File: src/include/hlt_pkg.sv
package hlt_pkg;

   ////////////////////////////////////////////////////////////////////////////////
   // Register byte addresses
   localparam logic [7:0] HLT_ADR_CLK_SRC   = 8'h00;
   localparam logic [7:0] HLT_ADR_CONTROL   = 8'h04;
   localparam logic [7:0] HLT_ADR_HW_LIMIT  = 8'h08;
   localparam logic [7:0] HLT_ADR_RST_SEL   = 8'h0C;
   localparam logic [7:0] HLT_ADR_PERIOD    = 8'h10;
   localparam logic [7:0] HLT_ADR_COUNTER   = 8'h14;
   localparam logic [7:0] HLT_ADR_STATUS    = 8'h18;

   ////////////////////////////////////////////////////////////////////////////////
   // Field positions
   localparam int HLT_CTL_RUN_BIT    = 7;
   localparam int HLT_CTL_PRE_LSB    = 4;
   localparam int HLT_CTL_POST_LSB   = 0;
   localparam int HLT_HLT_PRE_SYNC_BIT = 7;
   localparam int HLT_HLT_POLARITY_BIT = 6;
   localparam int HLT_HLT_RUN_SYNC_BIT = 5;
   localparam int HLT_HLT_MODE_LSB   = 0;

   ////////////////////////////////////////////////////////////////////////////////
   // Codes and counts
   localparam logic [3:0] HLT_CLK_SRC_LAST  = 4'hA;
   localparam logic [3:0] HLT_CLK_HFINT     = 4'h3;
   localparam logic [3:0] HLT_CLK_MFINT     = 4'h5;
   localparam logic [4:0] HLT_RSEL_LAST     = 5'h11;
   localparam logic [4:0] HLT_MODE_LVL_LOW  = 5'h16;
   localparam logic [4:0] HLT_MODE_LVL_HIGH = 5'h17;
   localparam logic [1:0] HLT_SYNC_CLOCKS   = 2'h2;
   localparam logic [7:0] HLT_REG_RESET     = 8'h00;
   localparam int         HLT_CLK_SOURCES   = 11;
   localparam int         HLT_RST_SOURCES   = 18;

   ////////////////////////////////////////////////////////////////////////////////
   // Carriers
   typedef struct packed {
      logic        cyc;
      logic        stb;
      logic        we;
      logic [7:0]  adr;
      logic [3:0]  sel;
      logic [31:0] dat;
   } hlt_wb_req_t;

   typedef struct packed {
      logic        prev;
      logic        tick;
   } hlt_edge_t;

   typedef struct packed {
      logic [3:0]  clk_src;
      logic        run;
      logic [2:0]  pre_sel;
      logic [3:0]  post_sel;
      logic        prescaler_sync_enable;
      logic        clock_polarity_select;
      logic        run_bit_sync_enable;
      logic [4:0]  mode;
      logic [4:0]  rsel;
      logic [7:0]  period;
      logic [7:0]  count;
      logic [6:0]  pre_cnt;
      logic [3:0]  post_cnt;
      logic [1:0]  sync_cnt;
      logic        clr_pending;
      logic        counting;
      logic        pre_sync_tick;
      logic        ack;
      logic [31:0] rdata;
      logic        event_out;
      logic        match_out;
      logic        drive_start;
      logic        keep_osc;
   } hlt_state_t;

endpackage : hlt_pkg

File: src/design/hlt_clk_edge.sv
module hlt_clk_edge (
   // Clock and control
   input  wire logic                                ref_clk,
   input  wire logic                                sys_rst,
   input  wire logic                                ce,
   // Source selection
   input  wire logic [hlt_pkg::HLT_CLK_SOURCES-1:0] clk_sources,
   input  wire logic [3:0]                          clk_src,
   input  wire logic                                clock_polarity_select,
   // Result
   output logic                                     tick
);
   import hlt_pkg::*;

   hlt_edge_t st;
   hlt_edge_t next_st;
   logic      lvl;

   always_comb begin
      next_st = st;
      // Reserved codes give a dead clock rather than aliasing a source
      if (clk_src <= HLT_CLK_SRC_LAST) begin
         lvl = clk_sources[clk_src];
      end else begin
         lvl = 1'b0;
      end
      next_st.prev = lvl;
      next_st.tick = clock_polarity_select ? (st.prev & ~lvl) : (~st.prev & lvl);
   end

   always_ff @(posedge ref_clk) begin
      if (sys_rst) begin
         st <= '0;
      end else if (ce) begin
         st <= next_st;
      end
   end

   assign tick = st.tick;

endmodule : hlt_clk_edge

File: src/design/hlt_timer.sv
// Added by the designer: register access over Wishbone and the address map.
module hlt_timer #(
   parameter logic [4:0] OWN_POST_CODE = 5'h01
) (
   // Clock, reset, enable
   input  wire logic                                ref_clk,
   input  wire logic                                sys_rst,
   input  wire logic                                ce,
   // Wishbone slave
   input  wire hlt_pkg::hlt_wb_req_t                wb_req,
   output logic                                     wb_ack,
   output logic [31:0]                              wb_dat_o,
   // Timer sources
   input  wire logic [hlt_pkg::HLT_CLK_SOURCES-1:0] clk_sources,
   input  wire logic [hlt_pkg::HLT_RST_SOURCES-1:0] ext_rst_sources,
   input  wire logic                                sleep_mode,
   // Timer results
   output logic [7:0]                               counter_value,
   output logic                                     match_pulse,
   output logic                                     event_pulse,
   output logic                                     drive_start,
   output logic                                     run_out,
   output logic                                     osc_keep_alive
);
   import hlt_pkg::*;

   hlt_state_t s;
   hlt_state_t n;
   logic       raw_tick;
   logic       ers;
   logic       rst_lvl;
   logic       lvl_mode;
   logic       pre_out;
   logic       ptick;
   logic       enable;
   logic       access;
   logic       wr0;
   logic [6:0] pre_mask;

   ////////////////////////////////////////////////////////////////////////////////
   // Input clock edge detection
   hlt_clk_edge u_edge (
      .ref_clk     (ref_clk),
      .sys_rst     (sys_rst),
      .ce          (ce),
      .clk_sources (clk_sources),
      .clk_src     (s.clk_src),
      .clock_polarity_select (s.clock_polarity_select),
      .tick        (raw_tick)
   );

   ////////////////////////////////////////////////////////////////////////////////
   // Next state
   always_comb begin
      n = s;
      n.match_out   = 1'b0;
      n.event_out   = 1'b0;
      n.drive_start = 1'b0;
      n.ack         = 1'b0;

      // External reset source; reserved and own-output codes read low
      if (s.rsel <= HLT_RSEL_LAST && s.rsel != OWN_POST_CODE) begin
         ers = ext_rst_sources[s.rsel];
      end else begin
         ers = 1'b0;
      end
      lvl_mode = (s.mode == HLT_MODE_LVL_LOW) || (s.mode == HLT_MODE_LVL_HIGH);
      rst_lvl  = (s.mode == HLT_MODE_LVL_HIGH) ? ers : ~ers;

      // Prescaler: ratio 2^code, taken from the low bits of a free count
      pre_mask = 7'((8'h01 << s.pre_sel) - 8'h01);
      pre_out  = raw_tick && ((s.pre_cnt & pre_mask) == pre_mask);
      if (raw_tick && s.run) begin
         n.pre_cnt = s.pre_cnt + 7'h01;
      end

      // Retiming costs one cycle of latency but keeps counter reads coherent
      n.pre_sync_tick = pre_out;
      ptick = s.prescaler_sync_enable ? s.pre_sync_tick : pre_out;
      if (s.prescaler_sync_enable && sleep_mode) begin
         ptick = 1'b0;
      end

      // Run synchronisation: wait two input clocks after run is set
      if (s.run && s.sync_cnt != 2'h0 && raw_tick) begin
         n.sync_cnt = s.sync_cnt - 2'h1;
      end
      enable = s.run && (s.sync_cnt == 2'h0);

      // Counter and match
      if (lvl_mode) begin
         // Run clear holds the counter at zero; external level ignored while off
         if (!s.run) begin
            n.count       = 8'h00;
            n.clr_pending = 1'b0;
            n.counting    = 1'b0;
         end else if (rst_lvl) begin
            n.count       = 8'h00;
            n.clr_pending = 1'b0;
            n.counting    = 1'b0;
         end else if (enable) begin
            n.counting = 1'b1;
            if (!s.counting) begin
               n.drive_start = 1'b1;
            end
            if (ptick) begin
               if (s.count == s.period) begin
                  n.count     = 8'h00;
                  n.run       = 1'b0;
                  n.counting  = 1'b0;
                  n.match_out = 1'b1;
               end else begin
                  n.count = s.count + 8'h01;
               end
            end
         end
      end else begin
         n.counting = enable;
         if (enable && !s.counting) begin
            n.drive_start = 1'b1;
         end
         // Stopping leaves the counter where it was
         if (enable && ptick) begin
            if (s.count == s.period) begin
               n.count       = 8'h00;
               n.clr_pending = 1'b0;
               n.match_out   = 1'b1;
            end else begin
               n.count = s.count + 8'h01;
            end
         end
      end

      // Postscaler on match events
      if (n.match_out) begin
         if (s.post_cnt == s.post_sel) begin
            n.post_cnt  = 4'h0;
            n.event_out = 1'b1;
         end else begin
            n.post_cnt = s.post_cnt + 4'h1;
         end
      end

      // Run clear resets prescaler, postscaler and sync state
      if (!s.run) begin
         n.pre_cnt    = 7'h00;
         n.post_cnt   = 4'h0;
         n.pre_sync_tick = 1'b0;
         n.sync_cnt   = s.run_bit_sync_enable ? HLT_SYNC_CLOCKS : 2'h0;
         n.counting   = 1'b0;
      end

      // Internal oscillators stay on when chosen as the timer clock
      n.keep_osc = (s.clk_src >= HLT_CLK_HFINT) && (s.clk_src <= HLT_CLK_MFINT);

      ////////////////////////////////////////////////////////////////////////////
      // Wishbone slave: one wait state, ack for one cycle
      access = wb_req.cyc && wb_req.stb && !s.ack;
      wr0    = access && wb_req.we && wb_req.sel[0];
      if (access) begin
         n.ack = 1'b1;
         case (wb_req.adr)
            HLT_ADR_CLK_SRC:  n.rdata = {28'h0000000, s.clk_src};
            HLT_ADR_CONTROL:  n.rdata = {24'h000000, s.run, s.pre_sel, s.post_sel};
            HLT_ADR_HW_LIMIT: n.rdata = {24'h000000, s.prescaler_sync_enable,
                                         s.clock_polarity_select, s.run_bit_sync_enable,
                                         s.mode};
            HLT_ADR_RST_SEL:  n.rdata = {27'h0000000, s.rsel};
            HLT_ADR_PERIOD:   n.rdata = {24'h000000, s.period};
            HLT_ADR_COUNTER:  n.rdata = {24'h000000, s.count};
            HLT_ADR_STATUS:   n.rdata = {28'h0000000, rst_lvl, ers, s.sync_cnt != 2'h0,
                                         s.counting};
            default:          n.rdata = 32'h00000000;
         endcase
      end else begin
         n.rdata = 32'h00000000;
      end

      // Software write lands after the hardware clear, so a set is never lost
      if (wr0) begin
         case (wb_req.adr)
            HLT_ADR_CLK_SRC: begin
               n.clk_src = wb_req.dat[3:0];
            end
            HLT_ADR_CONTROL: begin
               n.run      = wb_req.dat[HLT_CTL_RUN_BIT];
               n.pre_sel  = wb_req.dat[HLT_CTL_PRE_LSB +: 3];
               n.post_sel = wb_req.dat[HLT_CTL_POST_LSB +: 4];
            end
            HLT_ADR_HW_LIMIT: begin
               // Polarity changes while running can produce a stray edge
               n.prescaler_sync_enable = wb_req.dat[HLT_HLT_PRE_SYNC_BIT];
               n.clock_polarity_select = wb_req.dat[HLT_HLT_POLARITY_BIT];
               n.run_bit_sync_enable   = wb_req.dat[HLT_HLT_RUN_SYNC_BIT];
               n.mode   = wb_req.dat[HLT_HLT_MODE_LSB +: 5];
            end
            HLT_ADR_RST_SEL: begin
               n.rsel = wb_req.dat[4:0];
            end
            HLT_ADR_PERIOD: begin
               n.period = wb_req.dat[7:0];
            end
            HLT_ADR_COUNTER: begin
               n.count       = wb_req.dat[7:0];
               n.clr_pending = 1'b0;
            end
            default: begin
               n.period = n.period;
            end
         endcase
      end
   end

   ////////////////////////////////////////////////////////////////////////////////
   // State register
   always_ff @(posedge ref_clk) begin
      if (sys_rst) begin
         s        <= '0;
         s.period <= HLT_REG_RESET;
      end else if (ce) begin
         s <= n;
      end
   end

   ////////////////////////////////////////////////////////////////////////////////
   // Outputs, all straight from the state register
   assign wb_ack         = s.ack;
   assign wb_dat_o       = s.rdata;
   assign counter_value  = s.count;
   assign match_pulse    = s.match_out;
   assign event_pulse    = s.event_out;
   assign drive_start    = s.drive_start;
   assign run_out        = s.run;
   assign osc_keep_alive = s.keep_osc;

endmodule : hlt_timer

File: config.mk
export PLATFORM = sky130hd
export DESIGN_NAME = hlt_timer
export DESIGN_NICKNAME = d
export VERILOG_FILES = /design/src/include/hlt_pkg.sv /design/src/design/hlt_clk_edge.sv /design/src/design/hlt_timer.sv
export SDC_FILE = /design/constraint.sdc
export NUM_CORES = 1
export LEC_CHECK = 0
export BUFFER_PORTS_ARGS = -buffer_cell sky130_fd_sc_hd__buf_2
export CORE_MARGIN = 1.5
export CORE_UTILIZATION = 47
export CTS_CLUSTER_SIZE = 12
export DETAILED_ROUTE_END_ITERATION = 16
export PLACE_DENSITY_LB_ADDON = 0.08
export SLEW_MARGIN = 20
export SYNTH_ARGS = -nofsm -noshare
export SYNTH_HDL_FRONTEND = slang
export SYNTH_SLANG_ARGS = --single-unit
File: constraint.sdc
create_clock -name ref_clk -period 3.15 [get_ports ref_clk]
set_clock_uncertainty 0.05 [all_clocks]
set_input_delay 0.63 -clock ref_clk [delete_from_list [all_inputs] [get_ports ref_clk]]
set_output_delay 0.63 -clock ref_clk [all_outputs]
set_load 0.005 [all_outputs]
== Word level (Yosys, flattened, before mapping) ==
Index checks and enable logic that the tools add are counted.

* Bits in registers: 96
* Word-level logic and storage cells: 147

* $add $sub $neg: 5
* $lt $le $gt $ge: 6
* Equality and inequality tests: 16
* Shift-type cells: 1
* Mux-type cells: 59
* Bitwise gates (word level): 6
* Reduce and logical (&&, ||, !) cells: 29

{| class="wikitable"
|+ Operators with widths
! operator !! number
|-
| 8-bit two-way mux || 12
|-
| 8-bit case mux with 7 select lines || 1
|-
| 37-bit two-way mux || 1
|-
| 1-bit two-way mux || 29
|-
| 8-bit by 5-bit equality test with 1-bit output (second input constant) || 3
|-
| 2-bit two-way mux || 9
|-
| 8-bit by 4-bit equality test with 1-bit output (second input constant) || 2
|-
| 3-bit AND reduction || 5
|-
| 1-bit logical AND || 14
|-
| 13-bit two-way mux || 1
|-
| 5-bit equality test (second input constant) || 2
|-
| 8-bit by 1-bit adder with 8-bit output (second input constant) || 1
|-
| 8-bit by 3-bit equality test with 1-bit output (second input constant) || 1
|-
| 8-bit equality test || 1
|-
| 8-bit logical NOT || 1
|-
| 4-bit two-way mux || 2
|-
| 2-bit AND reduction || 4
|-
| 7-bit by 1-bit adder with 7-bit output (second input constant) || 1
|-
| 7-bit AND || 1
|-
| 7-bit equality test || 1
|-
| 7-bit two-way mux || 1
|-
| 1-bit by 3-bit left shift with 7-bit output (first input constant) || 1
|-
| 7-bit by 1-bit subtractor with 7-bit output (second input constant) || 1
|-
| 5-bit by 6-bit less-than comparator with 1-bit output (second input constant) || 1
|-
| 20 further kinds || 26
|}

== Logic depth before layout (Yosys ltp) ==
Gate-level depths: netlist of run 1.

* Depth in word-level cells: 14
* Mapped depth: 11
* Mapped depth without buffers: 10

== By module ==
Synthesis of run 1 repeated with hierarchy kept, for this count alone.

* Cells, all modules: 561
* Area, all modules: 4464.3 um^2

{| class="wikitable"
|+ By module, submodules not included
! module !! times used !! cells each !! area an instance (um^2) !! seq. area each (um^2)
|-
| hlt_timer || 1 || 532 || 4219.0 || 1381.3
|-
| hlt_clk_edge || 1 || 29 || 245.2 || 40.0
|}

== Worst setup path before layout of run 1 ==
No wires, ideal clock.

* Path type: register to register
* Start point: register s[88] (netlist name)
* End point: register s (netlist bit counter_value[5])
* Library setup time: 0.074 ns
* Arrival: 3.106 ns
* Slack: -0.081 ns
* Cell stages (with the launch flop): 12
* Clock period less this slack: 3.231 ns
* Path through: dfxtp_1 buf_6 nor3_2 inv_1 ha_1 o221ai_1 a211o_1 or4_4 and2_4 or4_4 or4b_1 a31oi_1

* Cells in the longest elaborated chain, start to end: 14
* Elaborated cells between the ends (all ways): 16
* Classes of those cells: add/sub (1); eq/ne (1); shift (1); mux (10); bitwise (1); reduce/logical (2)

{| class="wikitable"
|+ Ends and longest elaborated chain
! item !! RTL line !! source
|-
| start, declared || hlt_timer.sv:27 || <nowiki>hlt_state_t s;</nowiki>
|-
| start signal, assigned || hlt_timer.sv:221 || <nowiki>s <= n;</nowiki>
|-
| 1-bit by 3-bit left shift with 7-bit output * || hlt_timer.sv:71 || <nowiki>pre_mask = 7'((8'h01 << s.pre_sel) - 8'h01);</nowiki>
|-
| 7-bit by 1-bit subtractor with 7-bit output * || hlt_timer.sv:71 ||
|-
| 7-bit AND || hlt_timer.sv:72 || <nowiki>pre_out = raw_tick && ((s.pre_cnt & pre_mask) == pre_mask);</nowiki>
|-
| 7-bit equality test * || hlt_timer.sv:72 ||
|-
| 1-bit logical AND * || hlt_timer.sv:72 ||
|-
| 1-bit two-way mux * || hlt_timer.sv:79 || <nowiki>ptick = s.prescaler_sync_enable ? s.pre_sync_tick : pre_out;</nowiki>
|-
| 1-bit two-way mux * || hlt_timer.sv:80 || <nowiki>if (s.prescaler_sync_enable && sleep_mode) begin</nowiki>
|-
| 8-bit two-way mux || hlt_timer.sv:106 || <nowiki>if (ptick) begin</nowiki>
|-
| 8-bit two-way mux || hlt_timer.sv:101 || <nowiki>end else if (enable) begin</nowiki>
|-
| 8-bit two-way mux || hlt_timer.sv:97 || <nowiki>end else if (rst_lvl) begin</nowiki>
|-
| 8-bit two-way mux || hlt_timer.sv:93 || <nowiki>if (!s.run) begin</nowiki>
|-
| 8-bit two-way mux * || hlt_timer.sv:91 || <nowiki>if (lvl_mode) begin</nowiki>
|-
| 8-bit two-way mux || hlt_timer.sv:181 || <nowiki>case (wb_req.adr)</nowiki>
|-
| 37-bit two-way mux * || hlt_timer.sv:180 || <nowiki>if (wr0) begin</nowiki>
|}

Every way passes the cells marked *; elsewhere a longest branch is shown, timed or not.
A chain may end at the register's enable or synchronous reset.

== Worst setup path after layout of run 1 ==
* Start point: register s[87] (netlist name)
* End point: register s (netlist bit counter_value[5])

Same word-level chain as after synthesis.

==> impl_metrics.tcl, run 1 <==
set metrics [dict create \
    drive_gt1_share_pct 24.0 \
    syn_inst 528 \
    cts.clk_slew.worst_paths_ps 80 \
    clock_power_share_pct 47.8 \
    final-seq-area_um2 1430 \
    setup_ws_ps 15.5 \
    route.detailed.wl_per_inst_um 17.2 \
    arrival_ps 3350 \
    crit_path_max_fanout 4 \
    cts-root-buf "clkbuf_8" \
    most-common-layout-cells "73 x nor2_1, 73 x buf_2, 69 x dfxtp_1" \
    synth_cell_types 65 \
    dpl.hpwl_um 9090 \
    syn_area_per_cell_um2 8.23 \
    grt_max_degree 61 \
    via_per_inst 5.69 \
    fin_crit_sh_pct 99.5 \
    start_kind "register" \
    finalNetCount 680 \
    syn_to_final_growth_pct 16.3 \
    hp-class "register to register" \
    post_dp_cell_area_um2 4730 \
    syn-cell-area_um2 4340 \
    dr.pass1.iters 6 \
    drc_errors 0 \
    antennaDiodeCount 0 \
    crit_slowest_cell "or4_4" \
    max_freq_mhz 319 \
    gp_congestion 0.881 \
    first_iter_violations 285 \
    die_w_um 99.1 \
    max_slew_margin_pct 55.3 \
    ys_seq_elements 71 \
    worstSetupPathType "register to register" \
    antenna_found_initial 0 \
    place_ws_ps -61.4 \
    crit_chain "nor3_4, inv_2, ha_4, o221ai_2, a211o_1, or4_4, and2_4, or4_4, or4b_1, a31oi_1" \
    synthMuxAreaShare_pct 12.3 \
    cts_hold_buf 0 \
    cp.required_ps 3370 \
    power.ir.vdd_worst_mv 0.265 \
    port-buffer-count 73 \
    coreArea_um2 8850 \
    grt_usage_pct 24.9 \
    tightest_slew_ps 670 \
    cp_top_family "simple AND/OR/NAND/NOR gates" \
    p_sw_share_pct 22.2 \
    synthSimpleGateAreaFrac_pct 22.4 \
    route.vias.total 4026 \
    clk_latency_ps 350 \
    p_sw_uw 443 \
    max_stage_delay_ps 520 \
    synth_top_family_by_area "simple AND/OR/NAND/NOR gates" \
    cp-end-kind "register" \
    p_int_uw 1560 \
    fillerInstances 826 \
    first_global_vias 3751 \
    grt_setup_unrepaired "true" \
    cts_tree "done" \
    numCtsBuffers 9 \
    drv.max_cap_violation_count 0 \
    grt_overflow 0 \
    ios 126 \
    ant_nets 0 \
    ys_async_sr_fraction_pct 0 \
    hold_violations 0 \
    grt_pass1_wl_um 19000 \
    p_per_area_nw_per_um2 396 \
    std_cell_rows 34 \
    die_area_um2 9830 \
    combPwrFrac_pct 7.1 \
    synthXorXnorAreaFrac_pct 3.63 \
    critical_path.most_common_cell "or4_4" \
    yosysSeqAreaShare_pct 32.7 \
    finalWirelength_um 12100 \
    period_minus_slack_ps 3130 \
    setup_viol_count_final 0 \
    cts_sinks 71 \
    dpl.cell_count 689 \
    p_leak_uw 0.00205 \
    multi_input_area_um2 2560 \
    synth_edf_count 0 \
    finalMaxSlewViolations 0 \
    fin_cells 707 \
    dieHeight_um 99.1 \
    seqPwrFrac_pct 45.1 \
    yosys_most_used_dff "dfxtp_1" \
    finish.utilization_pct 57.1 \
    start_util_pct 49.1 \
    yosysWarnings 0 \
    path_buf_inv 1 \
    final_cell_area_um2 5050 \
    clockBufferDepth 2 \
    synth_fa_ha_area_share_pct 1.44 \
    status "complete, no violations" \
    htreeDepth 3 \
    synth_compound_area_share_pct 16.1 \
]
power by group through the flow:
stage / registers (µW) / clock network (µW) / logic (µW)
after global routing: 901 / 1000 / 156
after floorplan: 923 / 0 / 88.5
after detailed placement: 923 / 0 / 138
after CTS: 902 / 966 / 139
final: 901 / 956 / 143
after global placement: 923 / 0 / 136
per-layer routing:
| layer | vias to the layer above | track usage [%] | routed length, µm |
|---|---|---|---|
| li1 | 1961 | - | - |
| met1 | 1896 | 33.1 | 5500 |
| met2 | 158 | 41.4 | 5660 |
| met3 | 11 | 5.48 | 865 |
| met4 | 0 | 6.28 | 123 |
| met5 | - | 0 | 0 |
synthesized netlist by cell type, types with 4 or more instances:
library cell / n / share of area (%)
buf_4: 40 / 6.9
a221oi_1: 5 / 1.0
ha_1: 5 / 1.4
nand4_1: 10 / 1.4
nand2_1: 33 / 2.9
o21ai_0: 9 / 1.0
dfxtp_1: 71 / 33
nand3_1: 12 / 1.4
and3_1: 7 / 1.0
a22oi_1: 17 / 2.9
a31oi_1: 10 / 1.4
nand2b_1: 7 / 1.0
nor4_1: 5 / 0.72
nor3_1: 9 / 1.0
a21oi_1: 31 / 3.6
nor2b_1: 10 / 1.4
clkbuf_1: 27 / 2.3
mux2i_1: 42 / 9.7
xnor2_1: 8 / 1.6
xor2_1: 10 / 2.0
nor2_1: 73 / 6.3
mux2_2: 4 / 1.0
and2_1: 4 / 0.58
inv_1: 15 / 1.3
layout make-up:
cell class                      count  share of cell area, %
Clock buffer                        9                   2.45
Multi-Input combinational cell    392                   50.7
Tap cell                          108                   2.68
Inverter                           15                   1.11
Sequential cell                    71                   28.3
Timing Repair Buffer              106                   12.1
Clock inverter                      6                   2.65
cell families after synthesis:
kind of cell / count (synthesis)
xor+xnor: 18
flops: 71
mux: 49
simple gates: 193
compound gates: 103
buf+inv: 88
other cells: 1
fa+ha+maj: 5
stage by stage:
| step | hold slack, ps | total power (µW) | setup TNS [ps] |
|---|---|---|---|
| 5_1_grt | 439 | 2060 | -244 |
| 4_1_cts | 418 | 2010 | 0 |
| 3_5_place_dp | 407 | 1060 | -127 |
| 6_report | 418 | 2000 | 0 |
| 2_1_floorplan | 391 | 1010 | 0 |
| 3_3_place_gp | 399 | 1060 | -1.10 |
registers in the layout (all words and copies together) (netlist names):
name	count
counter_value	8
drive_start	1
event_pulse	1
match_pulse	1
osc_keep_alive	1
run_out	1
s	47
u_edge.st	1
u_edge.tick	1
wb_ack	1
wb_dat_o	8
worst register-to-register path: cells and delay by family (launching register included):
kind                       cells  cell delay, ps
adders and majority gates      1             260
DFF                            1             360
buffers and inverters          1              70
AOI/OAI and AO/OA              3             550
and+or+nand+nor                5            1770
repair_timing:
action / in CTS / in global routing
gates resized for setup: 1 / 9
cloned: 0 / 0
pin swaps: 1 / 5
endpoints found under the setup margin: 1 / 14
setup buffers: 0 / 3
endpoints found under the hold margin: 0 / 0
worst paths after layout:
| path | cells after the start | from | slack, ps | endpoint |
|---|---|---|---|---|
| max | 10 | s[87] | 20 | counter_value[5] |
| min | 2 | s[37] | 420 | s[37] |
| max reg2reg | 10 | s[87] | 20 | counter_value[5] |
| min reg2reg | 2 | s[37] | 420 | s[37] |
Note: power is estimated with default switching activity, not from simulation.
==> run 2: changes to the inputs <==
--- a/config.mk
+++ b/config.mk
@@ -7,11 +7,12 @@
 export LEC_CHECK = 0
 export BUFFER_PORTS_ARGS = -buffer_cell sky130_fd_sc_hd__buf_2
 export CORE_MARGIN = 1.5
-export CORE_UTILIZATION = 47
+export CORE_UTILIZATION = 48
 export CTS_CLUSTER_SIZE = 12
 export DETAILED_ROUTE_END_ITERATION = 16
 export PLACE_DENSITY_LB_ADDON = 0.08
 export SLEW_MARGIN = 20
 export SYNTH_ARGS = -nofsm -noshare
 export SYNTH_HDL_FRONTEND = slang
+export SYNTH_HIERARCHICAL = 1
 export SYNTH_SLANG_ARGS = --single-unit
==> impl_metrics.tcl, run 2 <==
set metrics [dict create \
    crit_path_max_fanout 8 \
    yosysWarnings 6 \
    yosys.area.top_type "dfxtp_1" \
    die_w_um 99.4 \
    cts_hold_buf 0 \
    cts.clk_slew.worst_paths_ps 90 \
    cts_tree "done" \
    route.detailed.wl_per_inst_um 18.0 \
    fin_crit_sh_pct 88.2 \
    ctsResizeCount 0 \
    gp_congestion 0.927 \
    port-buffer-count 73 \
    drive_gt1_share_pct 21.3 \
    endpoint "counter_value[6]" \
    drv.max_cap_violation_count 0 \
    antennaDiodeCount 0 \
    max_slew_margin_pct 35.3 \
    r2r_end "counter_value[6]" \
    yosys_most_used_dff "dfxtp_1" \
    hp-class "register to register" \
    cp.required_ps 3380 \
    first_global_vias 3931 \
    htreeDepth 3 \
    numCtsBuffers 9 \
    coreArea_um2 9110 \
    fillerInstances 918 \
    grt_overflow 0 \
    grt_pass1_wl_um 20900 \
    yosysMostFrequentCell "dfxtp_1" \
    route.vias.total 4345 \
    most-common-layout-cells "73 x buf_2, 71 x dfxtp_1, 62 x nand2_1" \
    mostFrequentLayoutCell "buf_2" \
    clk_latency_ps 360 \
    cts_sinks 71 \
    grt_setup_unrepaired "false" \
    ys_top_cells_by_count "71 x dfxtp_1, 62 x nand2_1, 57 x nor2_1" \
    syn-cell-area_um2 4460 \
    finalMaxSlewViolations 0 \
    first_iter_violations 435 \
    antenna_found_initial 0 \
    fin_cells 736 \
    cp-end-kind "register" \
    finish.utilization_pct 54.9 \
    start_kind "register" \
    dr.pass1.iters 5 \
    cts-root-buf "clkbuf_8" \
    top_register "s" \
    grt_max_degree 24 \
    arrival_ps 3010 \
    finalWirelength_um 13300 \
    drc_errors 0 \
    synth_top_area_share_pct 31.8 \
    status "complete, no violations" \
    largest_reg_flops 47 \
    ys_async_sr_fraction_pct 0 \
    syn_inst 561 \
    ios 126 \
    grt_usage_pct 27.1 \
    tightest_slew_ps 966 \
    r2r-start "s[87]" \
    clockBufferDepth 2 \
    hold_violations 0 \
    ys_seq_elements 71 \
    ys_top_cells_by_area "dfxtp_1 32%, buf_4 6.7%, a21oi_1 6.1%, nand2_1 5.2%, mux2i_1 4.9%" \
    ff2ff_setup_slack_ps 370 \
    p_per_area_nw_per_um2 367 \
    start_util_pct 49.0 \
    syn_area_per_cell_um2 7.96 \
    worstSetupPathType "register to register" \
    period_minus_slack_ps 2780 \
    yosysSeqAreaShare_pct 31.8 \
    die_area_um2 9890 \
    ant_nets 0 \
    synth_edf_count 0 \
    cp-startpoint "s[87]" \
    dpl.cell_count 720 \
    syn_to_final_growth_pct 11.9 \
    fin_tns_setup_ps 0 \
    power.ir.vdd_worst_mv 0.214 \
    setup_viol_count_final 0 \
    max_freq_mhz 360 \
    via_per_inst 5.90 \
    dpl.hpwl_um 9730 \
    post-cts-setup-buffers 0 \
    p_leak_uw 0.00192 \
    dieHeight_um 99.4 \
    r2r_cells 8 \
    std_cell_rows 35 \
    synth_cell_types 75 \
    finalNetCount 704 \
]
run 2: worst min path at each step:
stage                start           to  slack, ps  cells past startpoint
5_1_grt        match_pulse  match_pulse        440                      2
6_report       match_pulse  match_pulse        410                      2
4_1_cts        match_pulse  match_pulse        420                      2
3_5_place_dp   match_pulse  match_pulse        400                      2
2_1_floorplan        s[37]        s[37]        390                      2
3_3_place_gp         s[37]        s[37]        400                      2
run 2: routing by layer:
metal / part of all wire (%) / vias to the layer above / GRT usage (%)
li1: - / 2087 / -
met1: 47 / 2057 / 38.9
met2: 45 / 177 / 41.1
met3: 5.8 / 24 / 3.58
met4: 2.3 / 0 / 11.2
met5: 0 / - / 0
run 2: area by class of cell:
class                   instances  area [µm²]  area share (%)
clock buffers                   9         124            2.48
clock inverters                 7        78.8            1.58
inverters                      10        37.5           0.751
multi-input cells             431        2650            53.1
flip-flops and latches         71        1420            28.4
well taps                     111         139            2.78
repair buffers                 97         546            10.9
run 2: worst max-delay path, cell delays in order (launching register included):
cell	delay [ps]
dfxtp_1	420
a21boi_1	190
o21ai_1	70
and3_1	200
a31oi_1	740
nor3_4	160
or4_1	530
a2bb2oi_1	150
o221ai_2	180
run 2: cells by family (layout without fill, tap and decap cells):
logic type,Yosys count,count (layout),synth area share [%]
DFF,71,71,31.8
and+or+nand+nor,229,229,26.0
AOI/OAI and AO/OA,129,129,19.8
buffers and inverters,82,123,10.8
muxes,27,27,6.53
adders and majority gates,4,4,1.12
other,1,24,0.0840
xor gates and xnor gates,18,18,3.70
run 2: stage by stage:
stage | instance area (µm²) | hold WS [ps] | power [µW] | worst slack (ps)
global route | 5000 | 437 | 1900 | 222
CTS | 5000 | 417 | 1850 | 370
global placement | 4790 | 396 | 1080 | 306
detailed placement | 4790 | 404 | 1080 | 265
finish | 5000 | 412 | 1840 | 373
floorplan | 4550 | 386 | 1030 | 538
run 2: report_power, final:
part           internal, µW  switching (µW)  total [µW]
sequential              901            3.63         905
combinational          59.2             102         161
clock                   374             396         770
total                  1330             502        1840
